$ cat config.mk
export PLATFORM = sky130hd
export DESIGN_NAME = amop_top
export DESIGN_NICKNAME = d
export VERILOG_FILES = /design/src/design/amop_buf2.v /design/src/design/amop_top.v
export VERILOG_INCLUDE_DIRS = /design/src /design/src/design
export SDC_FILE = /design/constraint.sdc
export NUM_CORES = 1
export LEC_CHECK = 0
export BUFFER_PORTS_ARGS = -buffer_cell sky130_fd_sc_hd__buf_2
export CAP_MARGIN = 5
export CELL_PAD_IN_SITES_DETAIL_PLACEMENT = 1
export CELL_PAD_IN_SITES_GLOBAL_PLACEMENT = 2
export CORE_UTILIZATION = 25
export CTS_CLUSTER_SIZE = 24
export DETAILED_ROUTE_END_ITERATION = 8
export PLACE_DENSITY = 0.59
export SYNTH_ARGS = -nofsm -noshare
export SYNTH_HDL_FRONTEND = slang
export SYNTH_HIERARCHICAL = 1
export SYNTH_SLANG_ARGS = --single-unit
$ cat constraint.sdc
create_clock -name I_REF_CLK -period 2.7 [get_ports I_REF_CLK]
set_input_delay 0.27 -clock I_REF_CLK [delete_from_list [all_inputs] [get_ports I_REF_CLK]]
set_output_delay 0.27 -clock I_REF_CLK [all_outputs]
set_load 0.01 [all_outputs]
$ cat src/design/amop_map.vh
// Purpose: constants for the converter mode and output port block
// Assumes: included by design files only
// Notes:   pin levels arrive already quantised by the pad comparators
`ifndef AMOP_MAP_VH
`define AMOP_MAP_VH
// three-level power pin codes
`define AMOP_PWR_ON        2'h0
`define AMOP_PWR_SLEEP     2'h1
`define AMOP_PWR_DOWN      2'h2
// four-level select pin codes (0 = ground .. 3 = supply)
`define AMOP_SEL_SE_OB     2'h0
`define AMOP_SEL_SE_TC     2'h1
`define AMOP_SEL_DF_OB     2'h2
`define AMOP_SEL_DF_TC     2'h3
// sample word layout
`define AMOP_MSB           11
`define AMOP_MID_CODE      12'h800
// recovery times
`define AMOP_CLK_MHZ       250
`define AMOP_DOWN_EXIT_US  3000
`define AMOP_SLEEP_EXIT_US 300
`define AMOP_DOWN_EXIT_CYC (`AMOP_DOWN_EXIT_US * `AMOP_CLK_MHZ)
`define AMOP_SLEEP_EXIT_CYC (`AMOP_SLEEP_EXIT_US * `AMOP_CLK_MHZ)
`endif

$ cat src/design/amop_buf2.v
// Purpose: two-entry valid/ready buffer for sample words
// Assumes: one clock domain, asynchronous active-low reset
// Notes:   output data come from the entry register picked by the read pointer
`default_nettype none
module amop_buf2 #(
   parameter W = 13
) (
   input  wire         i_clk,
   input  wire         i_rst_b,
   input  wire         i_valid,
   output wire         o_ready,
   input  wire [W-1:0] i_data,
   output wire         o_valid,
   input  wire         i_ready,
   output wire [W-1:0] o_data,
   input  wire         i_flush
);
   reg [W-1:0] mem_q [0:1];
   reg [W-1:0] out_q;
   reg         rd_q;
   reg         wr_q;
   reg [1:0]   cnt_q;
   wire        push;
   wire        pop;
   assign o_ready = (cnt_q != 2'h2);
   assign o_valid = (cnt_q != 2'h0);
   assign push    = i_valid & o_ready;
   assign pop     = o_valid & i_ready;
   assign o_data  = mem_q[rd_q];
   always @(posedge i_clk or negedge i_rst_b) begin
      if (!i_rst_b) begin
         mem_q[0] <= {W{1'b0}};
         mem_q[1] <= {W{1'b0}};
         rd_q     <= 1'b0;
         wr_q     <= 1'b0;
         cnt_q    <= 2'h0;
      end else if (i_flush) begin
         rd_q  <= 1'b0;
         wr_q  <= 1'b0;
         cnt_q <= 2'h0;
      end else begin
         if (push) begin
            mem_q[wr_q] <= i_data;
            wr_q        <= ~wr_q;
         end
         if (pop)
            rd_q <= ~rd_q;
         if (push && !pop)
            cnt_q <= cnt_q + 2'h1;
         else if (pop && !push)
            cnt_q <= cnt_q - 2'h1;
      end
   end
endmodule // amop_buf2
`default_nettype wire

$ cat src/design/amop_top.v
// Purpose: power-state decode, clock/format select decode and the
//          parallel sample output port of a 12-bit pipelined converter
// Assumes: pins and sample clock are asynchronous and pass two flops;
//          the core delivers raw offset-binary codes with a range flag
// Notes:   pipeline depth is a parameter; recovery times are parameters
//
// Functional notes
// - power pin: supply is power-down, half supply sleep, ground on.
// - in power-down or sleep outputs are undefined; pipeline samples lost.
// - after power-down wait about 3 ms, sleep less; discard those samples.
// - select pin picks clock mode and number format from four levels.
// - reference clock runs the state machine and must never stop.
// - conversion behaviour holds for clock duty cycles of 30 to 70 percent.
// - each conversion gives 12 parallel bits, a strobe and over-range flag; while the two-entry buffer is full, conversions are dropped.
// - over-range flag high only for samples outside the 12-bit range.
// - two spare outputs are held low; receiver ignores them.
// - valid words appear only while the power pin is low.
// - offset binary from zeros to ones; two's complement inverts the MSB.
`default_nettype none
`include "amop_map.vh"
module amop_top #(
   parameter LAT        = 8,
   parameter DOWN_CYC   = `AMOP_DOWN_EXIT_CYC,
   parameter SLEEP_CYC  = `AMOP_SLEEP_EXIT_CYC
) (
   input  wire        I_REF_CLK,
   input  wire        I_RST_B,
   input  wire [1:0]  I_POWER_STATE_PIN,
   input  wire [1:0]  I_CLOCK_AND_FORMAT_SELECT,
   input  wire        I_SAMPLE_CLK_P,
   input  wire        I_SAMPLE_CLK_N,
   input  wire [11:0] I_CORE_CODE,
   input  wire        I_CORE_OVER,
   input  wire        I_RX_READY,
   output reg  [11:0] O_SAMPLE_BITS,
   output reg         O_OVER_RANGE_FLAG,
   output reg         O_OUTPUT_STROBE,
   output reg  [1:0]  O_SPARE_LOW_OUTPUTS,
   output reg  [1:0]  O_POWER_STATE,
   output reg         O_DIFF_CLOCK,
   output reg         O_TWOS_COMPLEMENT,
   output reg         O_RECOVERING
);
   localparam ST_ON    = 2'h0;
   localparam ST_SLEEP = 2'h1;
   localparam ST_DOWN  = 2'h2;
   localparam ST_WAKE  = 2'h3;

   // decodes a raw pin level into a power state; unknown level means down
   function [1:0] pwr_decode;
      input [1:0] lvl;
      begin
         case (lvl)
            `AMOP_PWR_ON:    pwr_decode = ST_ON;
            `AMOP_PWR_SLEEP: pwr_decode = ST_SLEEP;
            default:         pwr_decode = ST_DOWN;
         endcase
      end
   endfunction

   reg [1:0]  pwr_s1_q, pwr_s2_q, sel_s1_q, sel_s2_q;
   reg        ckp_s1_q, ckp_s2_q, ckp_s3_q;
   reg        ckn_s1_q, ckn_s2_q;
   reg [1:0]  state_q;
   reg [1:0]  state_d;
   reg [31:0] wait_q;
   reg [31:0] wait_d;
   reg        diff_q, tc_q;
   reg [LAT*13-1:0] pipe_q;
   reg [LAT-1:0]    pvld_q;
   reg        strobe_phase_q;
   wire [1:0] pwr_now;
   wire       clk_in;
   wire       clk_rise;
   wire       run;
   wire [11:0] code_fmt;
   wire       b_valid;
   wire [12:0] b_data;

   always @(posedge I_REF_CLK or negedge I_RST_B) begin
      if (!I_RST_B) begin
         pwr_s1_q <= 2'h2;
         pwr_s2_q <= 2'h2;
         sel_s1_q <= 2'h0;
         sel_s2_q <= 2'h0;
         ckp_s1_q <= 1'b0;
         ckp_s2_q <= 1'b0;
         ckp_s3_q <= 1'b0;
         ckn_s1_q <= 1'b0;
         ckn_s2_q <= 1'b0;
      end else begin
         pwr_s1_q <= I_POWER_STATE_PIN;
         pwr_s2_q <= pwr_s1_q;
         sel_s1_q <= I_CLOCK_AND_FORMAT_SELECT;
         sel_s2_q <= sel_s1_q;
         ckp_s1_q <= I_SAMPLE_CLK_P;
         ckp_s2_q <= ckp_s1_q;
         ckp_s3_q <= ckp_s2_q;
         ckn_s1_q <= I_SAMPLE_CLK_N;
         ckn_s2_q <= ckn_s1_q;
      end
   end

   assign pwr_now = pwr_decode(pwr_s2_q);
   // single-ended mode looks at the positive input only; the negative
   // input in differential mode only confirms the complement
   assign clk_in   = ckp_s2_q;
   // only rising edges count, so any duty cycle the sampling can resolve
   // gives one conversion per period; an in-phase negative input stalls
   assign clk_rise = clk_in & ~ckp_s3_q
                     & ~(diff_q & ckn_s2_q);

   always @* begin
      state_d = state_q;
      wait_d  = wait_q;
      case (state_q)
         ST_ON: begin
            if (pwr_now != ST_ON)
               state_d = pwr_now;
         end
         ST_SLEEP, ST_DOWN: begin
            if (pwr_now == ST_ON) begin
               state_d = ST_WAKE;
               wait_d  = (state_q == ST_DOWN) ? DOWN_CYC : SLEEP_CYC;
            end else
               state_d = pwr_now;
         end
         ST_WAKE: begin
            if (pwr_now != ST_ON)
               state_d = pwr_now;
            else if (wait_q <= 32'h1)
               state_d = ST_ON;
            else
               wait_d = wait_q - 32'h1;
         end
         default: state_d = ST_DOWN;
      endcase
   end

   assign run = (state_q == ST_ON);
   // two's complement is offset binary with the top bit inverted
   assign code_fmt = {I_CORE_CODE[`AMOP_MSB] ^ tc_q,
                      I_CORE_CODE[`AMOP_MSB-1:0]};

   genvar g;
   generate
      for (g = 1; g < LAT; g = g + 1) begin : g_pipe
         always @(posedge I_REF_CLK or negedge I_RST_B) begin
            if (!I_RST_B) begin
               pipe_q[g*13 +: 13] <= 13'h0000;
               pvld_q[g]          <= 1'b0;
            end else if (!run) begin
               pvld_q[g] <= 1'b0;
            end else if (clk_rise) begin
               pipe_q[g*13 +: 13] <= pipe_q[(g-1)*13 +: 13];
               pvld_q[g]          <= pvld_q[g-1];
            end
         end
      end
   endgenerate

   always @(posedge I_REF_CLK or negedge I_RST_B) begin
      if (!I_RST_B) begin
         pipe_q[12:0] <= 13'h0000;
         pvld_q[0]    <= 1'b0;
      end else if (!run) begin
         pvld_q[0] <= 1'b0;
      end else if (clk_rise) begin
         // bits and flag move as one word through the fixed-depth pipe
         pipe_q[12:0] <= {I_CORE_OVER, code_fmt};
         pvld_q[0]    <= 1'b1;
      end
   end

   amop_buf2 #(
      .W (13)
   ) u_buf (
      .i_clk   (I_REF_CLK),
      .i_rst_b (I_RST_B),
      .i_valid (pvld_q[LAT-1] & clk_rise & run),
      .o_ready (),
      .i_data  (pipe_q[(LAT-1)*13 +: 13]),
      .o_valid (b_valid),
      .i_ready (I_RX_READY & ~strobe_phase_q & run),
      .o_data  (b_data),
      .i_flush (~run)
   );

   always @(posedge I_REF_CLK or negedge I_RST_B) begin
      if (!I_RST_B) begin
         state_q             <= ST_DOWN;
         wait_q              <= 32'h00000000;
         diff_q              <= 1'b0;
         tc_q                <= 1'b0;
         strobe_phase_q      <= 1'b0;
         O_SAMPLE_BITS       <= 12'h000;
         O_OVER_RANGE_FLAG   <= 1'b0;
         O_OUTPUT_STROBE     <= 1'b0;
         O_SPARE_LOW_OUTPUTS <= 2'h0;
         O_POWER_STATE       <= ST_DOWN;
         O_DIFF_CLOCK        <= 1'b0;
         O_TWOS_COMPLEMENT   <= 1'b0;
         O_RECOVERING        <= 1'b0;
      end else begin
         state_q <= state_d;
         wait_q  <= wait_d;
         // mode is taken only while idle so a word never changes format
         if (!run) begin
            diff_q <= sel_s2_q[1];
            tc_q   <= sel_s2_q[0];
         end
         O_DIFF_CLOCK        <= diff_q;
         O_TWOS_COMPLEMENT   <= tc_q;
         O_POWER_STATE       <= (state_q == ST_WAKE) ? ST_ON : state_q;
         O_RECOVERING        <= (state_q == ST_WAKE);
         O_SPARE_LOW_OUTPUTS <= 2'h0;
         if (!run) begin
            // outputs are don't-care here; parked at 12'h800, mid-scale in offset binary, no strobe
            strobe_phase_q    <= 1'b0;
            O_OUTPUT_STROBE   <= 1'b0;
            O_SAMPLE_BITS     <= `AMOP_MID_CODE;
            O_OVER_RANGE_FLAG <= 1'b0;
         end else if (strobe_phase_q) begin
            strobe_phase_q  <= 1'b0;
            O_OUTPUT_STROBE <= 1'b1;
         end else if (b_valid && I_RX_READY) begin
            // data change with the strobe low, rising edge a cycle later
            strobe_phase_q    <= 1'b1;
            O_OUTPUT_STROBE   <= 1'b0;
            O_SAMPLE_BITS     <= b_data[11:0];
            O_OVER_RANGE_FLAG <= b_data[12];
         end else
            O_OUTPUT_STROBE <= 1'b0;
      end
   end
endmodule // amop_top
`default_nettype wire

## After elaboration in Yosys (flattened, before gate mapping)

Cells that the tools add are included.

| cells by class | value |
|---|---|
| $add $sub $neg | 3 |
| order comparisons | 4 |
| eq/ne operators | 16 |
| muxes and demuxes | 52 |
| bitwise logic cells | 17 |
| reductions and logical operators | 18 |

Operators with widths:

| cell | number |
|---|---|
| $mux 32 | 3 |
| $pmux 32 s2 | 1 |
| $mux 13 | 4 |
| $mux 12 | 3 |
| $le 32x1->1 const B | 1 |
| $sub 32x1->32 const B | 1 |
| $mux 1 | 28 |
| $bwmux 26 | 1 |
| $mux 20 | 1 |
| $mux 2 | 8 |
| $demux 13 s1 | 1 |
| $ne 2x2->1 const B | 6 |
| $and 1x1->1 | 9 |
| $ne 2x1->1 const B | 4 |
| $reduce_and 2->1 | 4 |
| $logic_not 2->1 | 3 |
| $pmux 2 s3 | 1 |
| $reduce_bool 2->1 | 3 |
| $not 1->1 | 5 |
| $eq 2x1->1 const B | 2 |
| $eq 2x2->1 const B | 2 |
| $ge 2x2->1 const B | 2 |
| $logic_and 1x1->1 | 4 |
| $not 1->2 | 2 |
| other kinds (10) | 11 |

| word-level totals | value |
|---|---|
| register bits after elaboration | 211 |
| bits of input ports | 22 |
| output and inout bits | 21 |
| logic and storage cells | 152 |

## Depth between registers and ports, before layout

| logic depth | value |
|---|---|
| depth after elaboration | 11 |
| gate-level depth with buffers | 9 |

## Modules after synthesis

The synthesis kept the hierarchy.

By module, submodules not included:

| module | instances | cells each | area an instance (um^2) | sequential area each (um^2) |
|---|---|---|---|---|
| amop_top | 1 | 567 | 7463.4 | 4534.3 |
| amop_buf2 | 1 | 93 | 1366.3 | 750.7 |

## Worst setup path before layout

No wires, ideal clock.

| path | value |
|---|---|
| path type | reg-to-reg |
| start point | register wait_q[0] |
| end point | register wait_q[20] |
| arrival | 2500 ps |
| slack | 122 ps |
| stages on the path, launching flop included | 8 |
| buffers on the path | 0 |
| cell sequence | dfrtp_1 > inv_1 > ha_1 > nor4b_1 > nand2_1 > a211oi_1 > or4b_2 > a21oi_1 |

| on the way | value |
|---|---|
| word-level cells in the longest chain between the ends | 4 |
| elaborated cells between the ends (all ways) | 7 |

Ends and longest elaborated chain:

| element | line | RTL |
|---|---|---|
| start, declared | amop_top.v:66 | `reg [31:0] wait_q;` |
| start signal, assigned | amop_top.v:206 | `wait_q <= wait_d;` |
| $sub 32x1->32 | amop_top.v:134 | `wait_d = wait_q - 32'h1;` |
| $mux 32 | amop_top.v:131 | `else if (wait_q <= 32'h1)` |
| $mux 32 | amop_top.v:129 | `if (pwr_now != ST_ON)` |
| $pmux 32 s2 | amop_top.v:116 | `case (state_q)` |

Several ways; a longest one is shown, not always the timed one. The select of a mux whose other input is x is not followed.
A chain may end at the register's enable or synchronous reset.

## Worst setup path after layout

| path | value |
|---|---|
| start point | register wait_q[17] |
| end point | register wait_q[30] |

Same word-level chain as after synthesis.

==> impl_metrics.toml <==
[outcome]
status = "complete, no violations"

[route]
vias = 5533
wl_um = 19300
viasPerCell = 4.52
dr.pass1.iters = 4
final_antenna_net_count = 0
drtIter0Drc = 175
drc = 0
drt-wirelength-per-cell_um = 15.8

[synthesis]
yosysTopAreaCell = "dfrtp_1"
synthTopCellsByCount = "207 x dfrtp_1, 144 x mux2_2, 25 x nor2_1"
ys_ff_latch = 211
yosys.area.top_type_share_pct = 58.7
syn-mean-instance-area_sq_um = 13.4
synth_ff_type = "dfrtp_1"
syn_inst = 660
async_flop_share_pct = 100
ys_seq_area_share_pct = 59.9
synth_edf_count = 0
yosysMostFrequentCell = "dfrtp_1"
yosysUniqueCellTypes = 66
synth_warnings = 6
netlist_area_sq_um = 8830
synth_area_leaders = "dfrtp_1 59%, mux2_2 18%, mux2i_1 2.0%"

[global_route]
track_usage_pct = 11.4
grt_pass1_wl_um = 33300
grt_max_degree = 73
antenna_found_initial = 0
overflow = 0
grt_pass1_vias = 6138

[layout]
nNetsFinal = 778
drive_above_1_share_pct = 37.7
final_area_sq_um = 10800
register_area_sq_um = 5290
num-fill-cells = 3690
area_growth_pct = 22.5
multi_input_area_sq_um = 3340
antenna_cells = 0

[worst_setup_path]
cp-end-kind = "register"
reg2reg_to = "wait_q[30]"
crit_path_end = "wait_q[30]"
cp-start-kind = "register"
r2r_slack_ns = 0.11
critPathKind = "register to register"
reg2reg_from = "wait_q[17]"
cp_max_fo = 5
crit_arrival_ns = 3.02
critPathLaunch = "wait_q[17]"
rr_worst_depth = 5
required_ns = 3.13

[placed_design]
place_area_sq_um = 9790
hpwl_um = 12700
portBuffers = 40
gp_congestion = 0.747

[timing]
layout_min_cycle_time_ns = 2.59
fmax_mhz = 386
min_period_over_period_pct = 95.9
finClkSkew_ns = 0.00991
finalHoldViolCount = 0
rsz0062_at_grt = "no"
tns_ns = 0
setup-violations-final = 0
slew_headroom_pct = 54.8
final-max-slew-violation-count = 0
tightest_slew_ns = 0.671

[floorplanning]
die_x_um = 190
coreArea_sq_um = 34600
die_area_sq_um = 36100
initial_utilization_pct = 25.5
io_pins = 43
row_count = 68
die_y_um = 190

[clock_tree]
clk_pin_slew_worst_paths_ns = 0.06
cts_setup_buffers = 0
cts_tree = "built"
cts_sinks = 211
htreeDepth = 1
clock_tree.buffer_depth = 3
cts_inserted_buffers = 25
clkLatencyLatePin_ns = 0.52
cts_root_buf = "clkbuf_16"

[job]
drv_cap = 0

[power_and_ir_drop]
ir_drop_v = 0.000525
p_leak_nw = 4.88
powerDensity_nw_per_um2 = 920

[min_path]
hp-class = "primary input to register"
holdPathStages = 3
## registers in the layout (all words and copies together) (netlist names), 2 cells and up
signal         cells
pvld_q             8
sel_s1_q           2
O_POWER_STATE      2
u_buf/mem_q       26
u_buf/cnt_q        2
pwr_s2_q           2
pipe_q           104
sel_s2_q           2
O_SAMPLE_BITS     12
state_q            2
wait_q            32
pwr_s1_q           2
## worst min-delay path by stage
stage                          from            to  slack [ns]
floorplan                   I_RST_B  O_DIFF_CLOCK       -0.03
global placement            I_RST_B     wait_q[2]        0.30
detailed placement          I_RST_B     wait_q[2]        0.30
CTS                 I_CORE_CODE[11]    pipe_q[11]        0.07
global route        I_CORE_CODE[11]    pipe_q[11]        0.11
finish              I_CORE_CODE[11]    pipe_q[11]        0.07
## layout by cell type, fill, tap and decap left out, types with 4 or more instances in the layout
| cell type | netlist | final |
|---|---|---|
| a211oi_1 | 4 | 4 |
| a21oi_1 | 22 | 22 |
| a22o_1 | 14 | 14 |
| and3_1 | 4 | 4 |
| buf_12 | 0 | 4 |
| buf_2 | 5 | 39 |
| buf_4 | 3 | 34 |
| clkbuf_1 | 22 | 4 |
| clkbuf_16 | 0 | 25 |
| clkbuf_8 | 0 | 7 |
| clkinv_2 | 0 | 5 |
| dfrtp_1 | 207 | 207 |
| dfstp_2 | 4 | 4 |
| dlygate4sd3_1 | 0 | 19 |
| ha_1 | 6 | 6 |
| inv_1 | 14 | 14 |
| mux2_2 | 144 | 144 |
| mux2i_1 | 18 | 18 |
| nand2_1 | 20 | 20 |
| nand3_1 | 12 | 12 |
| nand3b_1 | 4 | 4 |
| nor2_1 | 25 | 25 |
| nor3_1 | 10 | 10 |
| nor4_1 | 10 | 10 |
| o21ai_0 | 18 | 18 |
| o31ai_1 | 5 | 5 |
| or2_2 | 4 | 4 |
| or3_1 | 7 | 7 |
| or4_1 | 6 | 6 |
## metal layers
| layer | vias up | global-route usage, % | wire length, um |
|---|---|---|---|
| met5 | - | 0 | 0 |
| met1 | 2847 | 15.2 | 9240 |
| met2 | 61 | 19.0 | 9190 |
| li1 | 2594 | - | - |
| met4 | 0 | 2.73 | 391 |
| met3 | 31 | 1.96 | 523 |
## power breakdown
part | switching (W) | internal, W
combinational | 0.00104 | 0.00111
clock | 0.00134 | 0.00200
sequential | 0.000489 | 0.00398
total | 0.00287 | 0.00709
## worst max-delay path, stage by stage (launching register included)
cell	delay (ns)
dfrtp_1	0.42
or4_4	0.56
or4_4	0.52
or4_4	0.55
or3_1	0.32
a21oi_1	0.15
## cell families after synthesis
group	synth area share, %
other cells	0.0425
mux	20.4
compound gates	7.09
buf+inv	2.45
simple gates	9.01
xor+xnor	0.298
fa+ha+maj	0.850
flops	59.9
## repair_timing
item	in CTS	in global routing
endpoints found under the hold margin	83	0
setup endpoints to repair	0	1
gates resized for setup	0	1
hold buffers	19	0
## stage by stage
| stage | worst slack, ns | std cells | hold WS, ns | total power, W | util [%] |
|---|---|---|---|---|---|
| after CTS | 0.101 | 1224 | 0.0688 | 0.0101 | 31.2 |
| after floorplan | 0.122 | 661 | -0.0256 | 0.00587 | - |
| final | 0.112 | 1224 | 0.0720 | 0.00995 | 31.2 |
| after detailed placement | 0.0975 | 1159 | 0.303 | 0.00670 | 28.3 |
| after global placement | 0.137 | 1159 | 0.302 | 0.00663 | 28.3 |
| after global routing | 0.0155 | 1224 | 0.105 | 0.0106 | 31.2 |
## cell type report
| cell class | instances | area share, % |
|---|---|---|
| Clock inverter | 10 | 0.833 |
| Multi-Input combinational cell | 399 | 30.9 |
| Clock buffer | 36 | 6.81 |
| Inverter | 16 | 0.555 |
| Timing Repair Buffer | 97 | 6.80 |
| Tap cell | 455 | 5.26 |
| Sequential cell | 211 | 48.9 |
(Power assumes the default switching activity.)
